===== src/pkg/dcar_pkg.sv =====
package dcar_pkg;

    // ------------------------------------------------------------------
    // Register map
    // ------------------------------------------------------------------
    localparam int unsigned            REG_ADDR_W          = 8;
    localparam int unsigned            REG_DATA_W          = 16;
    localparam logic [REG_ADDR_W-1:0]  CHAIN_ADDR_CFG_OFS  = 8'h01;

    // ------------------------------------------------------------------
    // Field layout
    // ------------------------------------------------------------------
    localparam int unsigned            CHAIN_ADDR_W        = 5;
    localparam int unsigned            UNLOCK_BIT          = 15;
    localparam int unsigned            BOTTOM_LSB          = 10;
    localparam int unsigned            TOP_LSB             = 5;
    localparam int unsigned            OWN_LSB             = 0;

    // ------------------------------------------------------------------
    // Values after power-on reset, and the enumeration address step
    // ------------------------------------------------------------------
    localparam logic                   UNLOCK_RST          = 1'b1;
    localparam logic [4:0]             BOTTOM_RST          = 5'h00;
    localparam logic [4:0]             TOP_RST             = 5'h00;
    localparam logic [4:0]             OWN_RST             = 5'h00;
    localparam logic [4:0]             ADDR_STEP           = 5'h01;
    localparam logic [REG_DATA_W-1:0]  RDATA_RST           = 16'h0000;

    // ------------------------------------------------------------------
    // Serial mode select encoding
    // ------------------------------------------------------------------
    localparam logic                   MODE_CHAINED        = 1'b1;

endpackage : dcar_pkg


===== src/pkg/dcar_enum_if.sv =====
`timescale 1ns/1ns

interface dcar_enum_if;

    // Command towards the step logic.
    logic       cmdValid;
    logic       cmdUpPath;
    logic [4:0] cmdAddr;
    // Forwarded address back from the step logic.
    logic       fwdValid;
    logic [4:0] fwdAddr;

    modport ctrl
    (
        output cmdValid,
        output cmdUpPath,
        output cmdAddr,
        input  fwdValid,
        input  fwdAddr
    );

    modport step
    (
        input  cmdValid,
        input  cmdUpPath,
        input  cmdAddr,
        output fwdValid,
        output fwdAddr
    );

endinterface : dcar_enum_if


===== src/design/dcar_enum_step.sv =====
`timescale 1ns/1ns

module dcar_enum_step
(
    // Clock and power-on reset
    input  wire logic  clk_sys,
    input  wire logic  rst_b,
    // Enumeration command and forward path
    dcar_enum_if.step  enumBus
);

    // ------------------------------------------------------------------
    // Forward address computation
    // ------------------------------------------------------------------
    logic       fwdValid_d;
    logic       fwdValid_q;
    logic [4:0] fwdAddr_d;
    logic [4:0] fwdAddr_q;

    // The step wraps modulo 32; keeping the chain in range is the host's job.
    always_comb
    begin
        fwdValid_d = enumBus.cmdValid;
        fwdAddr_d  = fwdAddr_q;
        if (enumBus.cmdValid)
        begin
            if (enumBus.cmdUpPath)
            begin
                fwdAddr_d = enumBus.cmdAddr + dcar_pkg::ADDR_STEP;
            end
            else
            begin
                fwdAddr_d = enumBus.cmdAddr - dcar_pkg::ADDR_STEP;
            end
        end
    end

    always_ff @(posedge clk_sys or negedge rst_b)
    begin
        if (!rst_b)
        begin
            fwdValid_q <= 1'b0;
            fwdAddr_q  <= dcar_pkg::OWN_RST;
        end
        else
        begin
            fwdValid_q <= fwdValid_d;
            fwdAddr_q  <= fwdAddr_d;
        end
    end

    assign enumBus.fwdValid = fwdValid_q;
    assign enumBus.fwdAddr  = fwdAddr_q;

endmodule : dcar_enum_step


===== src/design/dcar_address_reg.sv =====
// How it works
// - Register-port mode ignores all chain address contents.
// - Unlock bit powers up set, allowing re-enumeration.
// - Only enumeration clears unlock; zero writes ignored.
// - Software reset leaves unlock and addresses untouched.
// - Bottom, top, own addresses consistent across chain.
// - Up path: accept address, forward plus one.
// - Down path: accept address, forward minus one.
// - Own address changes only by unlocked enumeration.
`timescale 1ns/1ns

module dcar_address_reg
(
    // Clock and power-on reset
    input  wire logic        clk_sys,
    input  wire logic        rst_b,
    // Mode and software reset
    input  wire logic        serialModeSelect,
    input  wire logic        softwareResetRequest,
    // Register port
    input  wire logic [7:0]  regAddr,
    input  wire logic        regWrEn,
    input  wire logic [15:0] regWrData,
    input  wire logic        regRdEn,
    output logic      [15:0] regRdData,
    output logic             regRdValid,
    // Chain enumeration command in
    input  wire logic        enumCmdValid,
    input  wire logic        enumCmdUpPath,
    input  wire logic [4:0]  enumCmdAddr,
    // Chain enumeration command forwarded
    output logic             enumFwdValid,
    output logic      [4:0]  enumFwdAddr,
    // Addresses in use by the link logic
    output logic             chainAddrActive,
    output logic      [4:0]  bottomChainAddr,
    output logic      [4:0]  topChainAddr,
    output logic      [4:0]  ownChainAddr,
    output logic             addressWriteUnlock
);

    // ------------------------------------------------------------------
    // Decode
    // ------------------------------------------------------------------
    logic chainMode;
    logic cfgHit;
    logic cfgWrite;
    logic cfgRead;
    logic enumTake;

    // In register-port mode the link logic must see neither the fields nor
    // any enumeration effect, so the command is dropped here at the source.
    assign chainMode = (serialModeSelect == dcar_pkg::MODE_CHAINED);
    assign cfgHit    = (regAddr == dcar_pkg::CHAIN_ADDR_CFG_OFS);
    assign cfgWrite  = regWrEn && cfgHit;
    assign cfgRead   = regRdEn;
    assign enumTake  = enumCmdValid && chainMode;

    // ------------------------------------------------------------------
    // Write field decode
    // ------------------------------------------------------------------
    logic       wrUnlockSet;
    logic [4:0] wrBottom;
    logic [4:0] wrTop;

    // Bits 4 to 0 of a write are never looked at: only enumeration moves
    // the own address.
    assign wrUnlockSet = regWrData[dcar_pkg::UNLOCK_BIT];
    assign wrBottom    = regWrData[dcar_pkg::BOTTOM_LSB +: dcar_pkg::CHAIN_ADDR_W];
    assign wrTop       = regWrData[dcar_pkg::TOP_LSB +: dcar_pkg::CHAIN_ADDR_W];

    // ------------------------------------------------------------------
    // Address fields
    // ------------------------------------------------------------------
    logic       unlock_d;
    logic       unlock_q;
    logic [4:0] bottom_d;
    logic [4:0] bottom_q;
    logic [4:0] top_d;
    logic [4:0] top_q;
    logic [4:0] own_d;
    logic [4:0] own_q;

    // The software reset request is deliberately not an input of this
    // process: only rst_b may restore the fields.
    always_comb
    begin
        unlock_d = unlock_q;
        bottom_d = bottom_q;
        top_d    = top_q;
        own_d    = own_q;
        if (enumTake)
        begin
            if (unlock_q)
            begin
                own_d = enumCmdAddr;
            end
            // A locked device keeps its address; forwarding still happens.
            unlock_d = 1'b0;
        end
        if (cfgWrite)
        begin
            // Bottom and top are plain fields for the host's broadcast write.
            bottom_d = wrBottom;
            top_d    = wrTop;
            // A one written in the same cycle as an enumeration wins.
            if (wrUnlockSet)
            begin
                unlock_d = 1'b1;
            end
        end
    end

    always_ff @(posedge clk_sys or negedge rst_b)
    begin
        if (!rst_b)
        begin
            unlock_q <= dcar_pkg::UNLOCK_RST;
            bottom_q <= dcar_pkg::BOTTOM_RST;
            top_q    <= dcar_pkg::TOP_RST;
            own_q    <= dcar_pkg::OWN_RST;
        end
        else
        begin
            unlock_q <= unlock_d;
            bottom_q <= bottom_d;
            top_q    <= top_d;
            own_q    <= own_d;
        end
    end

    // ------------------------------------------------------------------
    // Enumeration forward path
    // ------------------------------------------------------------------
    dcar_enum_if enumBus ();

    assign enumBus.cmdValid  = enumTake;
    assign enumBus.cmdUpPath = enumCmdUpPath;
    assign enumBus.cmdAddr   = enumCmdAddr;

    dcar_enum_step u_step
    (
        .clk_sys (clk_sys),
        .rst_b   (rst_b),
        .enumBus (enumBus)
    );

    assign enumFwdValid = enumBus.fwdValid;
    assign enumFwdAddr  = enumBus.fwdAddr;

    // ------------------------------------------------------------------
    // Register read return
    // ------------------------------------------------------------------
    logic [15:0] rdData_d;
    logic [15:0] rdData_q;
    logic        rdValid_d;
    logic        rdValid_q;
    logic [15:0] cfgWord;

    // Each field is placed by its package position, so the map lives in one place.
    always_comb
    begin
        cfgWord = dcar_pkg::RDATA_RST;
        cfgWord[dcar_pkg::UNLOCK_BIT] = unlock_q;
        cfgWord[dcar_pkg::BOTTOM_LSB +: dcar_pkg::CHAIN_ADDR_W] = bottom_q;
        cfgWord[dcar_pkg::TOP_LSB +: dcar_pkg::CHAIN_ADDR_W]    = top_q;
        cfgWord[dcar_pkg::OWN_LSB +: dcar_pkg::CHAIN_ADDR_W]    = own_q;
    end

    // A software reset drops only a pending read answer, never the fields.
    always_comb
    begin
        rdData_d  = rdData_q;
        rdValid_d = cfgRead && !softwareResetRequest;
        if (softwareResetRequest)
        begin
            rdData_d = dcar_pkg::RDATA_RST;
        end
        else if (cfgRead)
        begin
            rdData_d = cfgHit ? cfgWord : dcar_pkg::RDATA_RST;
        end
    end

    always_ff @(posedge clk_sys or negedge rst_b)
    begin
        if (!rst_b)
        begin
            rdData_q  <= dcar_pkg::RDATA_RST;
            rdValid_q <= 1'b0;
        end
        else
        begin
            rdData_q  <= rdData_d;
            rdValid_q <= rdValid_d;
        end
    end

    assign regRdData  = rdData_q;
    assign regRdValid = rdValid_q;

    // ------------------------------------------------------------------
    // Addresses for the link logic
    // ------------------------------------------------------------------
    // The checker and error-check logic downstream trust these fields, so
    // they are presented as zero outside chained mode.
    assign chainAddrActive    = chainMode;

    // Defaults first, so a mode change never lets stale addresses through.
    always_comb
    begin
        bottomChainAddr = dcar_pkg::BOTTOM_RST;
        topChainAddr    = dcar_pkg::TOP_RST;
        ownChainAddr    = dcar_pkg::OWN_RST;
        if (chainMode)
        begin
            bottomChainAddr = bottom_q;
            topChainAddr    = top_q;
            ownChainAddr    = own_q;
        end
    end
    assign addressWriteUnlock = unlock_q;

endmodule : dcar_address_reg


===== config.mk =====
export PLATFORM = sky130hd
export DESIGN_NAME = dcar_address_reg
export DESIGN_NICKNAME = d
export VERILOG_FILES = /design/src/pkg/dcar_pkg.sv /design/src/pkg/dcar_enum_if.sv /design/src/design/dcar_enum_step.sv /design/src/design/dcar_address_reg.sv
export SDC_FILE = /design/constraint.sdc
export NUM_CORES = 1
export LEC_CHECK = 0
export ABC_AREA = 1
export BUFFER_PORTS_ARGS = -buffer_cell sky130_fd_sc_hd__buf_2
export CAP_MARGIN = 20
export CORE_ASPECT_RATIO = 0.7
export CORE_MARGIN = 1
export CORE_UTILIZATION = 47
export CTS_CLUSTER_DIAMETER = 150
export DETAILED_ROUTE_END_ITERATION = 8
export GPL_TIMING_DRIVEN = 0
export PLACE_DENSITY = 0.84
export SLEW_MARGIN = 20
export SYNTH_ARGS = -nofsm -noshare
export SYNTH_HDL_FRONTEND = slang
export SYNTH_SLANG_ARGS = --single-unit
export TNS_END_PERCENT = 10

===== constraint.sdc =====
create_clock -name clk_sys -period 1.28 [get_ports clk_sys]
set_clock_uncertainty 0.15 [all_clocks]
set_input_delay 0.064 -clock clk_sys [delete_from_list [all_inputs] [get_ports clk_sys]]
set_output_delay 0.064 -clock clk_sys [all_outputs]
set_load 0.1 [all_outputs]

==> results_dict.tcl, run 1 <==
set metrics [dict create \
    status "finished with violations" \
    violations "setup timing" \
    ctsHtreeMaxLevel 2 \
    clockBufferDepth 2 \
    holdPathStages 4 \
    ys_warn_count 0 \
    min_period_ps 1380 \
    clk_latency_ps 300 \
    timing.hold.ws_ps 20.7 \
    setup_ws_ps -95.2 \
    ir_drop_v 0.00100 \
    cpMaxStageDelayCell "dfstp_4" \
    cp.arrival_ps 1160 \
    path_cells "buf_12" \
    vias_per_cell 4.97 \
    p_leak_nw 1.62 \
    cts_made_buffers 5 \
    multi_input_area_um2 771 \
    final-hold-violation-count 0 \
    fmax_ghz 0.727 \
    io_pins 77 \
    routedWlPerCell_um 14.6 \
    grt_pass1_wl_mm 8.52 \
    path_depth 1 \
    grt_max_degree 40 \
    fin_util 0.764 \
    track_usage 0.252 \
    startpoint_type "register" \
    drt_iter0_markers 136 \
    slew_violations 0 \
    final_common_cell "nand2_1" \
    worstMarginPinSlew_ps 538 \
    wl_met1_mm 2.37 \
    diodes 0 \
    numPortBuffers 70 \
    cts_tree "yes" \
    pwr_density_cell_nw_per_um2 1030 \
    place.gp.congestion 0.820 \
    synth.area.top_cells "dfrtp_1 48%, nand2_1 17%, inv_1 8.1%, o22ai_2 6.3%, nand3_1 5.3%" \
    fp.dieW_um 79.6 \
    critPathMaxStageDelay_ps 680 \
    hpwlAfterDp_mm 3.29 \
    r2r_cells 4 \
    synth_largest_area_cell "dfrtp_1" \
    dpl_cell_area_um2 2410 \
    route.met2.wl_mm 2.89 \
    grt_pass1_vias 1827 \
    grt_antenna_before_repair 0 \
    rr_startpoint "addressWriteUnlock$_DFF_PN1_" \
    criticalPathCategory "reg2out" \
    min_from "enumCmdAddr[0]" \
    worstPathRequired_ps 1070 \
    min_path_type "in2reg" \
    relSlewSlack 0.641 \
    via_count 1964 \
    grt.overflow.total 0 \
    drt-total-wl_mm 5.78 \
    finalNetCount 383 \
    fp.coreArea_um2 3970 \
    synth_nets 280 \
    worstPathMaxFanout 8 \
    ant_nets 0 \
    critical_path_buf_inv_count 1 \
    post-place-ws_ps -172 \
    synth-seq-area-share 0.493 \
    drv_cap 0 \
    syn-instance-count 239 \
    cts-root-buf "clkbuf_8" \
    mostFrequentLayoutCells "87 x nand2_1, 37 x dfrtp_1, 36 x inv_1" \
    synth_top_area_frac 0.480 \
    die_h_um 56.3 \
    rows 19 \
    wl_met3_um 358 \
    startpoint "addressWriteUnlock$_DFF_PN1_" \
    setup_viol 6 \
    cp-end-kind "primary output" \
    start_util 0.499 \
    area_growth_pct 53.1 \
    dr.max_layer_used "met4" \
    clock_sinks 39 \
    synth_area_um2 1980 \
    ys_ff_latch 39 \
    clk_pin_slew_ps 70 \
    drc 0 \
    fill_cells 246 \
    drive_above_1_share 0.338 \
    syn_area_per_cell_um2 8.29 \
    period_share 1.07 \
    rsz0062_at_grt "yes" \
    fin_area_um2 3030 \
    cp_top_family "flip-flops" \
    first_pass_iters 4 \
    layout.area.seq_um2 982 \
    die_area_um2 4480 \
    yosysUniqueCellTypes 23 \
]
area by class of cell:
class | instances | area share
flip-flops and latches | 39 | 0.324
repair buffers | 96 | 0.285
multi-input cells | 147 | 0.254
inverters | 44 | 0.0553
clock buffers | 7 | 0.0252
plain buffers | 9 | 0.0252
well taps | 52 | 0.0215
clock inverters | 1 | 0.00991
cells by family (layout without fill, tap and decap cells):
group                    after synthesis  in the layout  synth area share
flip-flops                            39             39             0.493
AO/OA/AOI/OAI                         19             19            0.0897
adder cells (fa/ha/maj)                4              4            0.0291
buffers and inverters                 53            157             0.123
AND/OR/NAND/NOR                      124            124             0.265
cell usage after synthesis:
| library cell | count |
|---|---|
| nor2_1 | 6 |
| nand3_2 | 1 |
| nand3_1 | 21 |
| or2_2 | 2 |
| buf_4 | 2 |
| buf_6 | 2 |
| dfrtp_1 | 38 |
| nor2_2 | 2 |
| clkbuf_1 | 1 |
| ha_1 | 3 |
| o22ai_1 | 6 |
| clkinv_2 | 1 |
| nor2_4 | 1 |
| buf_12 | 1 |
| fa_1 | 1 |
| o22ai_2 | 10 |
| dfstp_2 | 1 |
| inv_1 | 43 |
| buf_2 | 3 |
| nand2_4 | 1 |
| o21ai_0 | 3 |
| nand2_1 | 89 |
| or2_1 | 1 |
registers in the layout, summed over array words and instances, names as in the netlist:
signal / flops
top_q: 5
u_step.enumBus.fwdAddr: 5
addressWriteUnlock: 1
bottom_q: 5
regRdValid: 1
u_step.enumBus.fwdValid: 1
own_q: 5
regRdData: 16
final timing paths:
kind                                                          to  slack (ps)
hold reg to reg            u_step.enumBus.fwdAddr[3]$_DFFE_PN0P_         340
setup reg to reg                            own_q[2]$_DFFE_PN0P_           0
max in group asynchronous               regRdData[0]$_DFFE_PN0P_         440
min in group asynchronous               regRdData[1]$_DFFE_PN0P_         160
hold / removal             u_step.enumBus.fwdAddr[1]$_DFFE_PN0P_          20
setup / recovery                              addressWriteUnlock        -100
stage by stage:
| step | total power, mW | TNS [ps] | instances |
|---|---|---|---|
| 2_1_floorplan | 1.81 | -2040 | 239 |
| 3_3_place_gp | 1.96 | -258 | 361 |
| 3_5_place_dp | 1.97 | -332 | 361 |
| 4_1_cts | 3.06 | -110 | 392 |
| 5_1_grt | 3.23 | -1000 | 395 |
| 6_report | 3.11 | -173 | 395 |
tightest hold or removal path, delay by kind of cell:
family,cells,cell delay (ps)
buffers and inverters,1,110
AND/OR/NAND/NOR,2,100
adder cells (fa/ha/maj),1,160
timing repair:
item,CTS,global route
resized for setup,42,46
endpoints found under the setup margin,30,42
hold buffers,23,0
hold endpoints to repair,67,0
setup buffers,0,3
where the power goes:
| group | switching, mW | leakage, nW | internal, mW |
|---|---|---|---|
| registers | 0.0393 | 0.528 | 1.28 |
| clock network | 0.444 | 0.0524 | 0.584 |
| logic | 0.533 | 1.04 | 0.230 |
routing by layer:
metal,vias to the layer above,global-route usage
li1,938,-
met1,921,0.335
met2,86,0.409
met3,19,0.0439
met4,0,0.101
met5,-,0
Note: power is estimated with default switching activity, not from simulation.
==> run 2: changes to the inputs <==
CELL_PAD_IN_SITES_DETAIL_PLACEMENT = 1   (was not set)
CELL_PAD_IN_SITES_GLOBAL_PLACEMENT = 1   (was not set)
CORE_UTILIZATION = 34   (was 47)
PLACE_DENSITY = 0.75   (was 0.84)
==> run 2 against run 1 <==
Against the previous run:
- the flow finishes with violations (hold timing, setup timing)
- maximum frequency increased by 1.1%
- non-clock buffer count decreased by 1
- via count decreased by 3.2%
- critical path type unchanged
==> results_dict.tcl, run 2 (synthesized netlist as in run 1, its figures left out) <==
set metrics [dict create \
    ir_drop_v 0.000716 \
    cts_made_buffers 5 \
    drt_iter0_markers 40 \
    clk_latency_ps 290 \
    io_pins 77 \
    p_total_mw 2.96 \
    layout.area.seq_um2 982 \
    ctsHtreeMaxLevel 2 \
    grt_max_degree 40 \
    drt-total-wl_mm 6.19 \
    drv_cap 0 \
    finalNetCount 382 \
    timing.hold.ws_ps -33.9 \
    fin_util 0.564 \
    p_leak_nw 1.62 \
    die_h_um 65.9 \
    vias_per_cell 4.59 \
    cts_tree "yes" \
    violations "hold timing, setup timing" \
    status "finished with violations" \
    drive_above_1_share 0.357 \
    cp.arrival_ps 1150 \
    worstPathRequired_ps 1070 \
    diodes 0 \
    r2r_cells 4 \
    fin_area_um2 3060 \
    slew_violations 0 \
    cp_top_family "flip-flops" \
    fp.coreArea_um2 5420 \
    grt_pass1_wl_mm 9.94 \
    stdcell_count 414 \
    setup_viol 6 \
    place.gp.congestion 0.721 \
    critPathMaxStageDelay_ps 670 \
    numPortBuffers 70 \
    min_from "serialModeSelect" \
    use_met1 0.285 \
    path_depth 1 \
    min_path_type "in2reg" \
    grt_busiest_layer "met2" \
    cts-root-buf "clkbuf_8" \
    fmax_ghz 0.735 \
    period_share 1.06 \
    multi_input_area_um2 771 \
    dp.cells 381 \
    grtUsageMet3 0.0368 \
    rr_startpoint "addressWriteUnlock$_DFF_PN1_" \
    first_pass_iters 4 \
    startpoint_type "register" \
    worstPathMaxFanout 6 \
    grt_use_met2 0.375 \
    fill_cells 667 \
    grt_antenna_before_repair 0 \
    relSlewSlack 0.625 \
    clockBufferDepth 2 \
    critical_path_buf_inv_count 1 \
    dpl_cell_area_um2 2430 \
    fp.dieW_um 93.2 \
    mostFrequentLayoutCells "88 x nand2_1, 37 x dfrtp_1, 32 x buf_2, 32 x inv_1, 22 x buf_4" \
    start_util 0.365 \
    holdPathStages 4 \
    hpwlAfterDp_mm 4.04 \
    path_cells "buf_12" \
    via_count 1902 \
    final_common_cell "nand2_1" \
    cp-end-kind "primary output" \
    track_usage 0.216 \
    grt_pass1_vias 2010 \
    grt.overflow.total 0 \
    ant_nets 0 \
    clock_sinks 39 \
    final-hold-violation-count 1 \
    cpMaxStageDelayCell "dfstp_4" \
    drc 0 \
    min_period_ps 1360 \
    die_area_um2 6140 \
    startpoint "addressWriteUnlock$_DFF_PN1_" \
    setup_ws_ps -79.9 \
    clk_pin_slew_ps 80 \
    rsz0062_at_grt "yes" \
    criticalPathCategory "reg2out" \
    hold_buffers 22 \
    area_growth_pct 54.4 \
    routedWlPerCell_um 14.9 \
    rows 22 \
    largest_reg_flops 16 \
    worstMarginPinSlew_ps 563 \
    pwr_density_cell_nw_per_um2 968 \
]
==> run 2: cell types whose count changed in the layout (fill, tap and decap cells not counted), sizes merged <==
cell and delta:
inv -1, dlygate4sd3 -2, clkinv +2, bufinv -1
dlymetal6s4s +1
==> run 2: area by class of cell <==
cell class | instances | share of cell area
sequential | 39 | 0.321
buffer | 9 | 0.0270
clock buffer | 7 | 0.0282
tap | 72 | 0.0295
clock inverter | 1 | 0.00164
timing repair buffer | 95 | 0.286
inverter | 44 | 0.0544
multi-input combinational | 147 | 0.252
==> run 2: final timing paths <==
| check | slack, ps | end |
|---|---|---|
| worst max-delay path | -80 | addressWriteUnlock |
| worst min-delay path | -30 | addressWriteUnlock$_DFF_PN1_ |
| worst max register to register | -30 | own_q[2]$_DFFE_PN0P_ |
| worst min register to register | 350 | u_step.enumBus.fwdAddr[0]$_DFFE_PN0P_ |
| max in group asynchronous | 400 | regRdData[0]$_DFFE_PN0P_ |
| min in group asynchronous | 180 | regRdData[4]$_DFFE_PN0P_ |
==> run 2: repair_timing <==
item	in CTS	in global routing
setup endpoints to repair	32	75
gates resized for setup	54	47
setup buffers	2	1
endpoints found under the hold margin	66	1
==> run 2: metrics by stage <==
step	setup slack (ps)	TNS [ps]
floorplan	-142	-2040
global placement	-149	-320
detailed placement	-181	-413
CTS	-118	-118
global route	-106	-452
finish	-79.9	-130
==> run 2: worst reg2reg max path, delay by kind of cell, from the launching register on <==
kind,cells,cell delay (ps)
flops,1,670
simple gates,3,230
buf+inv,1,140
==> run 2: report_power, final <==
part	leakage [nW]	total (mW)	internal [mW]	switching (mW)
Clock	0.0482	0.866	0.435	0.431
Sequential	0.528	1.32	1.28	0.0393
Combinational	1.04	0.774	0.237	0.536
Total	1.62	2.96	1.95	1.01
==> run 2: per-layer routing <==
metal  wire [µm]  share of wire
met4          48         0.0078
met2        3030           0.49
met5           0              0
met1        2890           0.47
met3         218          0.035
